### src/uci_pkg.sv
// shared constants and carrier types for the serial control and status block
`default_nettype none

package uci_pkg;

	// ----------------------------------------------------------------
	// register map, byte addresses on the apb bus
	// ----------------------------------------------------------------
	localparam int         ADDR_W      = 8;
	localparam logic [7:0] ADDR_CTRL1  = 8'h00;
	localparam logic [7:0] ADDR_CTRL2  = 8'h04;
	localparam logic [7:0] ADDR_STAT1  = 8'h08;
	localparam logic [7:0] ADDR_DATA   = 8'h0C;

	// ----------------------------------------------------------------
	// reset values and masks
	// ----------------------------------------------------------------
	localparam logic [7:0]  CTRL1_RST  = 8'h00;
	localparam logic [7:0]  CTRL1_MASK = 8'hAE;
	localparam logic [7:0]  CTRL2_RST  = 8'h00;
	localparam logic [7:0]  DATA_RST   = 8'h00;
	localparam logic [23:0] RD_PAD     = 24'h000000;

	// ----------------------------------------------------------------
	// timing
	// ----------------------------------------------------------------
	localparam int          CLK_PERIOD_NS   = 100;
	localparam int          BIT_TIME_NS     = 1600;
	localparam logic [15:0] BIT_CYCLES      = 16'(BIT_TIME_NS / CLK_PERIOD_NS);
	localparam logic [15:0] HALF_BIT_CYCLES = BIT_CYCLES >> 1;
	localparam logic [3:0]  FRAME_BITS      = 4'hA;
	localparam logic [3:0]  LONG_BREAK_BITS = 4'hD;
	localparam logic [3:0]  DATA_BITS       = 4'h8;
	localparam logic [15:0] IDLE_CYCLES     = 16'(int'(FRAME_BITS) * int'(BIT_CYCLES));
	localparam int          TX_SH_W         = 14;

	// ----------------------------------------------------------------
	// register layouts
	// ----------------------------------------------------------------
	typedef struct packed {
		logic tx_empty_irq_en;
		logic tx_done_irq_en;
		logic rx_full_irq_en;
		logic line_quiet_irq_en;
		logic tx_on;
		logic rx_on;
		logic rx_standby;
		logic send_break_bit;
	} uci_ctrl2_t;

	typedef struct packed {
		logic loop_select;
		logic rsvd6;
		logic rx_source_select;
		logic rsvd4;
		logic wake_select;
		logic long_break_select;
		logic single_wire_direction;
		logic rsvd0;
	} uci_ctrl1_t;

	typedef struct packed {
		logic       tx_buffer_empty_flag;
		logic       tx_done_flag;
		logic       rx_buffer_full_flag;
		logic       line_quiet_flag;
		logic       overrun_flag;
		logic [2:0] rsvd;
	} uci_status_t;

	typedef enum logic [1:0] {
		RX_WAIT  = 2'b00,
		RX_START = 2'b01,
		RX_BITS  = 2'b10,
		RX_STOP  = 2'b11
	} uci_rx_state_t;

endpackage

`default_nettype wire

### src/uci_serial_ctl.sv
// serial port control, status, transmit scheduling and receive wakeup logic
//
// Chosen here: the APB register port and the register addresses.
`timescale 1ns/1ps
`default_nettype none

module uci_serial_ctl
	import uci_pkg::*;
(
	// clock and reset
	input  wire logic              MCLK_I,
	input  wire logic              RESETN_I,
	// apb slave
	input  wire logic              PSEL_I,
	input  wire logic              PENABLE_I,
	input  wire logic              PWRITE_I,
	input  wire logic [ADDR_W-1:0] PADDR_I,
	input  wire logic [31:0]       PWDATA_I,
	output logic      [31:0]       PRDATA_O,
	output logic                   PREADY_O,
	output logic                   PSLVERR_O,
	// serial pins
	input  wire logic              TXD_I,
	output logic                   TXD_O,
	output logic                   TXD_OE_O,
	input  wire logic              RXD_I,
	output logic                   RXD_OWN_O,
	// interrupt request
	output logic                   IRQ_O
);

	// ----------------------------------------------------------------
	// state
	// ----------------------------------------------------------------
	uci_ctrl1_t          ctrl1_q;
	uci_ctrl2_t          ctrl2_q;
	uci_ctrl2_t          ctrl2_d;
	uci_status_t         arm_q;
	uci_status_t         arm_d;
	uci_status_t         status;
	logic [31:0]         prdata_q;
	logic [7:0]          tx_buf_q;
	logic                tx_buffer_empty_flag_q;
	logic                tc_q;
	logic                tc_cond_q;
	logic                rx_buffer_full_flag_q;
	logic                idle_q;
	logic                ovr_q;
	logic                irq_q;
	logic                brk_pend_q;
	logic                idle_pend_q;
	logic                tx_busy_q;
	logic                tx_busy_d;
	logic [TX_SH_W-1:0]  tx_sh_q;
	logic [TX_SH_W-1:0]  tx_sh_d;
	logic [3:0]          tx_left_q;
	logic [3:0]          tx_left_d;
	logic [15:0]         tx_cnt_q;
	logic [15:0]         tx_cnt_d;
	uci_rx_state_t       rx_st_q;
	uci_rx_state_t       rx_st_d;
	logic [15:0]         rx_cnt_q;
	logic [15:0]         rx_cnt_d;
	logic [7:0]          rx_sh_q;
	logic [7:0]          rx_sh_d;
	logic [3:0]          rx_n_q;
	logic [3:0]          rx_n_d;
	logic [7:0]          rx_data_q;
	logic [15:0]         quiet_cnt_q;
	logic                quiet_armed_q;

	// ----------------------------------------------------------------
	// bus decode
	// ----------------------------------------------------------------
	wire        acc     = PSEL_I & PENABLE_I;
	wire        setup   = PSEL_I & ~PENABLE_I;
	wire        sel_c1  = (PADDR_I == ADDR_CTRL1);
	wire        sel_c2  = (PADDR_I == ADDR_CTRL2);
	wire        sel_s1  = (PADDR_I == ADDR_STAT1);
	wire        sel_dat = (PADDR_I == ADDR_DATA);
	wire        mapped  = sel_c1 | sel_c2 | sel_s1 | sel_dat;
	wire        wr      = acc & PWRITE_I & mapped;
	wire        rd      = acc & ~PWRITE_I & mapped;
	wire [7:0]  wbyte   = PWDATA_I[7:0];
	wire uci_ctrl2_t wc2 = uci_ctrl2_t'(wbyte);

	wire wr_c1    = wr & sel_c1;
	wire wr_c2    = wr & sel_c2;
	wire wr_data  = wr & sel_dat;
	wire rd_stat  = rd & sel_s1;
	wire rd_data  = rd & sel_dat;
	wire te_rise  = wr_c2 & wc2.tx_on & ~ctrl2_q.tx_on;
	wire sbk_wr1  = wr_c2 & wc2.send_break_bit;
	wire sbk_rise = sbk_wr1 & ~ctrl2_q.send_break_bit;

	assign PREADY_O  = 1'b1;
	assign PSLVERR_O = acc & ~mapped;
	assign PRDATA_O  = prdata_q;

	// status write ignored: no write path reaches the flags
	assign status = '{tx_buffer_empty_flag: tx_buffer_empty_flag_q, tx_done_flag: tc_q,
	                  rx_buffer_full_flag: rx_buffer_full_flag_q, line_quiet_flag: idle_q,
	                  overrun_flag: ovr_q, rsvd: 3'h0};

	wire [7:0] rd_val = sel_c1  ? ctrl1_q :
	                    sel_c2  ? ctrl2_q :
	                    sel_s1  ? status :
	                    sel_dat ? rx_data_q : 8'h00;

	// ----------------------------------------------------------------
	// flag clear sequences: read status, then the qualifying access
	// ----------------------------------------------------------------
	wire clr_tx_buffer_empty_flag = wr_data & arm_q.tx_buffer_empty_flag;
	wire clr_tc   = (wr_data | te_rise | sbk_wr1) & arm_q.tx_done_flag;
	wire clr_rx_buffer_full_flag = rd_data & arm_q.rx_buffer_full_flag;
	wire clr_idle = rd_data & arm_q.line_quiet_flag;
	wire clr_ovr  = rd_data & arm_q.overrun_flag;

	always_comb
	begin
		arm_d = arm_q;
		if (rd_stat)
			arm_d = uci_status_t'(prdata_q[7:0]);
		else
		begin
			if (wr_data)
			begin
				arm_d.tx_buffer_empty_flag = 1'b0;
				arm_d.tx_done_flag         = 1'b0;
			end
			if (te_rise | sbk_wr1)
				arm_d.tx_done_flag = 1'b0;
			if (rd_data)
			begin
				arm_d.rx_buffer_full_flag = 1'b0;
				arm_d.line_quiet_flag     = 1'b0;
				arm_d.overrun_flag        = 1'b0;
			end
		end
	end

	// ----------------------------------------------------------------
	// line routing and pin ownership
	// ----------------------------------------------------------------
	wire tx_line    = tx_busy_q ? tx_sh_q[0] : 1'b1;
	wire single     = ctrl1_q.loop_select & ctrl1_q.rx_source_select;
	wire tx_owned   = ctrl2_q.tx_on | tx_busy_q | brk_pend_q | idle_pend_q;
	wire tx_hear    = single & ~ctrl1_q.single_wire_direction;
	wire rx_in      = ~ctrl1_q.loop_select ? RXD_I :
	                  (tx_hear ? TXD_I : tx_line);

	assign TXD_O     = tx_line;
	assign TXD_OE_O  = tx_owned & ~tx_hear;
	assign RXD_OWN_O = ctrl2_q.rx_on & ~ctrl1_q.loop_select;

	// ----------------------------------------------------------------
	// transmit scheduling: break, then idle, then data
	// ----------------------------------------------------------------
	wire brk_want  = brk_pend_q | (ctrl2_q.send_break_bit & ctrl2_q.tx_on);
	// next frame may start in the last bit cycle, so held breaks stay low with no gap
	wire free      = ~tx_busy_q | (tx_busy_q & (tx_cnt_q == 16'h0000) & (tx_left_q == 4'h1));
	wire go_brk    = free & brk_want;
	wire go_idle   = free & ~brk_want & idle_pend_q;
	wire go_data   = free & ~brk_want & ~idle_pend_q & ctrl2_q.tx_on & ~tx_buffer_empty_flag_q;
	wire tx_bit_end = tx_busy_q & (tx_cnt_q == 16'h0000);
	wire [3:0] brk_len = ctrl1_q.long_break_select ? LONG_BREAK_BITS : FRAME_BITS;
	wire tc_cond   = tx_buffer_empty_flag_q & ~tx_busy_q & ~brk_want & ~idle_pend_q;

	always_comb
	begin
		tx_busy_d = tx_busy_q;
		tx_sh_d   = tx_sh_q;
		tx_left_d = tx_left_q;
		tx_cnt_d  = tx_cnt_q;
		if (go_brk | go_idle | go_data)
		begin
			tx_busy_d = 1'b1;
			tx_cnt_d  = BIT_CYCLES - 16'h0001;
			tx_left_d = go_brk ? brk_len : FRAME_BITS;
			if (go_brk)
				tx_sh_d = '0;
			else if (go_idle)
				tx_sh_d = '1;
			else
				tx_sh_d = {4'hF, 1'b1, tx_buf_q, 1'b0};
		end
		else if (tx_bit_end)
		begin
			tx_cnt_d  = BIT_CYCLES - 16'h0001;
			tx_sh_d   = {1'b1, tx_sh_q[TX_SH_W-1:1]};
			tx_left_d = tx_left_q - 4'h1;
			if (tx_left_q == 4'h1)
				tx_busy_d = 1'b0;
		end
		else if (tx_busy_q)
			tx_cnt_d = tx_cnt_q - 16'h0001;
	end

	// ----------------------------------------------------------------
	// receiver
	// ----------------------------------------------------------------
	wire rx_run    = ctrl2_q.rx_on;
	wire rx_tick   = (rx_cnt_q == 16'h0000);
	wire frame_end = rx_run & (rx_st_q == RX_STOP) & rx_tick;
	wire standby   = ctrl2_q.rx_standby;
	wire am_wake   = frame_end & standby & ctrl1_q.wake_select & rx_sh_q[DATA_BITS-1];
	wire deliver   = frame_end & (~standby | am_wake);
	wire rx_buffer_full_flag_eff  = rx_buffer_full_flag_q & ~clr_rx_buffer_full_flag;
	wire rx_load   = deliver & ~rx_buffer_full_flag_eff;
	wire quiet_inc = rx_run & (rx_st_q == RX_WAIT) & rx_in & (quiet_cnt_q < IDLE_CYCLES);
	wire quiet_hit = quiet_inc & (quiet_cnt_q == IDLE_CYCLES - 16'h0001);
	wire il_wake   = quiet_hit & standby & ~ctrl1_q.wake_select;
	wire wake_evt  = am_wake | il_wake;
	wire idle_set  = quiet_hit & quiet_armed_q & ~standby;

	always_comb
	begin
		rx_st_d  = rx_st_q;
		rx_cnt_d = rx_tick ? 16'h0000 : rx_cnt_q - 16'h0001;
		rx_sh_d  = rx_sh_q;
		rx_n_d   = rx_n_q;
		case (rx_st_q)
			RX_WAIT:
			begin
				if (~rx_in)
				begin
					rx_st_d  = RX_START;
					rx_cnt_d = HALF_BIT_CYCLES - 16'h0001;
				end
			end
			RX_START:
			begin
				if (rx_tick)
				begin
					rx_st_d  = rx_in ? RX_WAIT : RX_BITS;
					rx_cnt_d = BIT_CYCLES - 16'h0001;
					rx_n_d   = 4'h0;
				end
			end
			RX_BITS:
			begin
				if (rx_tick)
				begin
					rx_sh_d  = {rx_in, rx_sh_q[7:1]};
					rx_cnt_d = BIT_CYCLES - 16'h0001;
					rx_n_d   = rx_n_q + 4'h1;
					if (rx_n_q == DATA_BITS - 4'h1)
						rx_st_d = RX_STOP;
				end
			end
			RX_STOP:
			begin
				if (rx_tick)
					rx_st_d = RX_WAIT;
			end
			default:
				rx_st_d = RX_WAIT;
		endcase
		if (~rx_run)
			rx_st_d = RX_WAIT;
	end

	// ----------------------------------------------------------------
	// control register next value
	// ----------------------------------------------------------------
	always_comb
	begin
		ctrl2_d = ctrl2_q;
		if (wr_c2)
			ctrl2_d = wc2;
		else if (wake_evt)
			ctrl2_d.rx_standby = 1'b0;
	end

	// ----------------------------------------------------------------
	// interrupt request
	// ----------------------------------------------------------------
	wire irq_d = (ctrl2_q.tx_empty_irq_en   & tx_buffer_empty_flag_q) |
	             (ctrl2_q.tx_done_irq_en    & tc_q)   |
	             (ctrl2_q.rx_full_irq_en    & rx_buffer_full_flag_q) |
	             (ctrl2_q.line_quiet_irq_en & idle_q);
	assign IRQ_O = irq_q;

	// ----------------------------------------------------------------
	// registers
	// ----------------------------------------------------------------
	always_ff @(posedge MCLK_I or negedge RESETN_I)
	begin
		if (~RESETN_I)
		begin
			ctrl1_q  <= uci_ctrl1_t'(CTRL1_RST);
			ctrl2_q  <= uci_ctrl2_t'(CTRL2_RST);
			arm_q    <= '0;
			prdata_q <= '0;
			tx_buf_q <= DATA_RST;
			irq_q    <= 1'b0;
		end
		else
		begin
			ctrl2_q <= ctrl2_d;
			arm_q   <= arm_d;
			irq_q   <= irq_d;
			if (wr_c1)
				ctrl1_q <= uci_ctrl1_t'(wbyte & CTRL1_MASK);
			if (wr_data)
				tx_buf_q <= wbyte;
			if (setup & ~PWRITE_I)
				prdata_q <= {RD_PAD, rd_val};
		end
	end

	// flags: a hardware set wins over a same-cycle clear
	always_ff @(posedge MCLK_I or negedge RESETN_I)
	begin
		if (~RESETN_I)
		begin
			tx_buffer_empty_flag_q      <= 1'b1;
			tc_q        <= 1'b1;
			tc_cond_q   <= 1'b1;
			rx_buffer_full_flag_q      <= 1'b0;
			idle_q      <= 1'b0;
			ovr_q       <= 1'b0;
			brk_pend_q  <= 1'b0;
			idle_pend_q <= 1'b0;
		end
		else
		begin
			tx_buffer_empty_flag_q      <= go_data | (tx_buffer_empty_flag_q & ~clr_tx_buffer_empty_flag);
			tc_cond_q   <= tc_cond;
			tc_q        <= (tc_cond & ~tc_cond_q) | (tc_q & ~clr_tc);
			rx_buffer_full_flag_q      <= rx_load | rx_buffer_full_flag_eff;
			idle_q      <= idle_set | (idle_q & ~clr_idle);
			ovr_q       <= (deliver & rx_buffer_full_flag_eff) | (ovr_q & ~clr_ovr);
			brk_pend_q  <= sbk_rise | (brk_pend_q & ~go_brk);
			idle_pend_q <= te_rise | (idle_pend_q & ~go_idle);
		end
	end

	always_ff @(posedge MCLK_I or negedge RESETN_I)
	begin
		if (~RESETN_I)
		begin
			tx_busy_q <= 1'b0;
			tx_sh_q   <= '1;
			tx_left_q <= 4'h0;
			tx_cnt_q  <= 16'h0000;
		end
		else
		begin
			tx_busy_q <= tx_busy_d;
			tx_sh_q   <= tx_sh_d;
			tx_left_q <= tx_left_d;
			tx_cnt_q  <= tx_cnt_d;
		end
	end

	always_ff @(posedge MCLK_I or negedge RESETN_I)
	begin
		if (~RESETN_I)
		begin
			rx_st_q       <= RX_WAIT;
			rx_cnt_q      <= 16'h0000;
			rx_sh_q       <= 8'h00;
			rx_n_q        <= 4'h0;
			rx_data_q     <= DATA_RST;
			quiet_cnt_q   <= 16'h0000;
			quiet_armed_q <= 1'b0;
		end
		else
		begin
			rx_st_q  <= rx_st_d;
			rx_cnt_q <= rx_cnt_d;
			rx_sh_q  <= rx_sh_d;
			rx_n_q   <= rx_n_d;
			if (rx_load)
				rx_data_q <= rx_sh_q;
			if (quiet_inc)
				quiet_cnt_q <= quiet_cnt_q + 16'h0001;
			else if (~(rx_run & (rx_st_q == RX_WAIT) & rx_in))
				quiet_cnt_q <= 16'h0000;
			if (rx_load)
				quiet_armed_q <= 1'b1;
			else if (idle_set)
				quiet_armed_q <= 1'b0;
		end
	end

endmodule

`default_nettype wire

### config.mk
export PLATFORM = sky130hd
export DESIGN_NAME = uci_serial_ctl
export DESIGN_NICKNAME = d
export VERILOG_FILES = /design/src/uci_pkg.sv /design/src/uci_serial_ctl.sv
export SDC_FILE = /design/constraint.sdc
export NUM_CORES = 1
export LEC_CHECK = 0
export ABC_AREA = 1
export BUFFER_PORTS_ARGS = -buffer_cell sky130_fd_sc_hd__buf_2
export CORE_MARGIN = 2
export CORE_UTILIZATION = 59
export DETAILED_ROUTE_END_ITERATION = 10
export GPL_TIMING_DRIVEN = 0
export PLACE_DENSITY = 0.93
export SYNTH_ARGS = -nofsm -noshare
export SYNTH_HDL_FRONTEND = slang
export SYNTH_SLANG_ARGS = --single-unit
export TNS_END_PERCENT = 50
### constraint.sdc
create_clock -name MCLK_I -period 2.5 [get_ports MCLK_I]
set_clock_uncertainty 0.05 [all_clocks]
set_input_delay 0.25 -clock MCLK_I [delete_from_list [all_inputs] [get_ports MCLK_I]]
set_output_delay 0.25 -clock MCLK_I [all_outputs]
set_load 0.005 [all_outputs]
==> impl_metrics.json <==
{
  "final_max_slew_viol_count": 0,
  "stdcell_count": 1091,
  "place_worst_setup_slack_ns": 0.4273,
  "rsz0062_at_grt": "no",
  "cp_cell_sequence": "inv_1 -> ha_1 -> inv_1 -> nor2_1 -> nand2_1 -> nor2_2 -> nand3_1 -> nand2_2 -> o31ai_4 -> nand2_4 -> inv_4 -> buf_6 -> nand3b_1 -> nand2_1",
  "num_rows": 39,
  "routed_via_density": 5.458,
  "final_layout_size_suffix_gt1_frac": 0.1530,
  "start_util": 0.6067,
  "place.gp.congestion": 0.8950,
  "arrival_ns": 2.39,
  "ir_drop_mv": 0.7470,
  "drc": 0,
  "dieArea_sq_um": 12680,
  "tightest_slew_ns": 0.7892,
  "hpwl_microns": 10930,
  "portBuffers": 35,
  "r2r-start": "tx_cnt_q[0]",
  "setup_ws_ns": 0.3665,
  "ys_seq_elements": 133,
  "crit_path_top_delay_cell": "dfrtp_1",
  "antenna_left": 0,
  "total_power_uw": 6752,
  "required_ns": 2.76,
  "syn_to_final_growth_pct": 16.08,
  "design_area_sq_um": 8075,
  "r2r_setup_slack_ns": 0.37,
  "grt_max_degree": 106,
  "cts_buffer_depth": 2,
  "cts_resized": 0,
  "hold_path_class": "primary input to register",
  "crit_buf_inv": 4,
  "antenna_cells": 0,
  "path_depth": 14,
  "hold_viol": 0,
  "wire_per_inst_microns": 14.49,
  "die_h_microns": 112.6,
  "netlist_area_sq_um": 6957,
  "dp.cells": 1058,
  "grt_usage": 0.2608,
  "grt_pass1_vias": 5771,
  "setup.worst_path.end": "tx_cnt_q[14]",
  "die_width_microns": 112.6,
  "avgSynthCellArea_sq_um": 8.127,
  "cts_tree": "yes",
  "yosysSeqAreaShare": 0.4815,
  "wl_microns": 15810,
  "layout_common_cells": "nand2_1, dfrtp_1, inv_1, o21ai_0, nor2_1",
  "p_leak_uw": 0.004028,
  "grt_pass1_wl_microns": 26400,
  "cp_max_fo": 10,
  "grt-ovfl-total": 0,
  "crit_family": "simple AND/OR/NAND/NOR gates",
  "synth_cell_type_count": 47,
  "fillerInstances": 798,
  "slew_headroom": 0.4698,
  "critPathLaunchType": "register",
  "numCtsBuffers": 17,
  "fmax_mhz": 468.7,
  "insertion_delay_ns": 0.43,
  "setup_viol": 0,
  "htreeDepth": 4,
  "r2r_end": "tx_cnt_q[14]",
  "antenna_found_initial": 0,
  "final.period_utilization": 0.8534,
  "critPathMaxStageDelay_ns": 0.42,
  "num_vias": 5955,
  "placed_area_sq_um": 7431,
  "cts-root-buf": "clkbuf_16",
  "status": "completed",
  "cts.sinks": 133,
  "ios": 85,
  "final_common_cell": "nand2_1",
  "powerDensity_nw_per_um2": 836.2,
  "cp-startpoint": "tx_cnt_q[0]",
  "cap_violations": 0,
  "syn_inst": 856,
  "drt_pass1_iterations": 5,
  "first_iter_violations": 476,
  "yosys_warnings": 0,
  "worstSetupEndpointType": "register",
  "core-area_sq_um": 11470,
  "critical_path_class": "register to register",
  "period_needed_ns": 2.134,
  "worst_r2r_path_depth": 14,
  "clk_pin_slew_ns": 0.06,
  "fin_nets": 995
}
sequential cells by signal (all words and copies together), names as in the netlist, 4 cells and up:
signal and flops:
tx_cnt_q 16, ctrl2_q 6, rx_data_q 8, rx_n_q 4
tx_buf_q 8, tx_left_q 4, arm_q 5, ctrl1_q 5
rx_cnt_q 16, rx_sh_q 8, quiet_cnt_q 16, PRDATA_O 8
tx_sh_q 14
power breakdown:
group,switching (uW),internal [uW],total [uW]
logic,895,540,1430
registers,264,2460,2720
clock network,932,1660,2600
total,2090,4660,6750
cells in the mapped netlist, drive strengths merged:
cell       n  area, sq um
a21o       1        7.510
a21oi     11        70.07
a221oi     2        17.52
a31oi      2        12.51
buf       36        291.5
clkbuf     5        20.01
clkinv     1        3.750
conb       2        7.510
dfrtp    116         2903
dfstp     17        446.7
ha        13        162.7
inv      103        391.6
nand2    243        937.1
nand3     48        265.3
nand3b     6        45.04
nand4     14        87.58
nor2      85        341.6
nor3      16        102.6
nor3b      2        15.01
nor4       6        37.54
o2111ai    1        8.760
o211ai     1        7.510
o21a       1        7.510
o21ai     85        429.2
o21bai     1        7.510
o22ai      4        25.02
o31ai      3        36.28
o41ai      1        8.760
or2        1        6.260
xnor2      6        52.55
xor2      23        201.4
tightest hold or removal path: cells and delay by family:
| family | cells | cell delay, ns |
|---|---|---|
| buffers and inverters | 1 | 0.11 |
| AOI/OAI and AO/OA | 1 | 0.07 |
| and+or+nand+nor | 1 | 0.06 |
cell families (layout without fill, tap and decap cells):
group,Yosys count,in the layout,share of synthesized area
simple gates,421,421,0.2642
buf+inv,145,214,0.1016
fa+ha+maj,13,13,0.02338
compound gates,113,113,0.09173
flops,133,133,0.4815
other cells,2,25,0.001080
xor+xnor,29,29,0.03651
worst min path at each step:
| stage | endpoint | cells after the start | start |
|---|---|---|---|
| 2_1_floorplan | IRQ_O | 0 | RESETN_I |
| 3_3_place_gp | brk_pend_q | 1 | ctrl2_q[0] |
| 3_5_place_dp | tx_cnt_q[6] | 1 | RESETN_I |
| 4_1_cts | rx_run | 3 | PWDATA_I[2] |
| 5_1_grt | rx_run | 3 | PWDATA_I[2] |
| 6_report | rx_run | 3 | PWDATA_I[2] |
routing by layer:
| layer | vias to the layer above | routed length [microns] | track usage |
|---|---|---|---|
| li1 | 2849 | - | - |
| met1 | 2846 | 6466 | 0.3190 |
| met2 | 214 | 7992 | 0.4399 |
| met3 | 46 | 876 | 0.06749 |
| met4 | 0 | 475 | 0.1098 |
| met5 | - | 0 | 0 |
per-stage QoR:
stage | utilization | hold slack, ns | setup TNS [ns]
global placement | 0.6451 | 0.3913 | -67.98
finish | 0.7042 | 0.05075 | 0
CTS | 0.7042 | 0.05286 | 0
global route | 0.7042 | 0.06149 | 0
detailed placement | 0.6480 | 0.09673 | 0
floorplan | - | -0.09559 | 0
cell type report:
class                           count  area [sq um]  area share
Sequential cell                   133          3349      0.4148
Multi-Input combinational cell    601          2987      0.3698
Clock buffer                       24         521.8     0.06461
Inverter                          104         395.4     0.04896
Buffer                             41         311.5     0.03858
Timing Repair Buffer               37         219.0     0.02711
Tap cell                          143         178.9     0.02216
Clock inverter                      8         112.6     0.01394
timing repair:
item,CTS,global route
buffers inserted,0,0
hold buffers,1,0
hold endpoints to repair,28,0
Power figures use the tool's default switching activity.
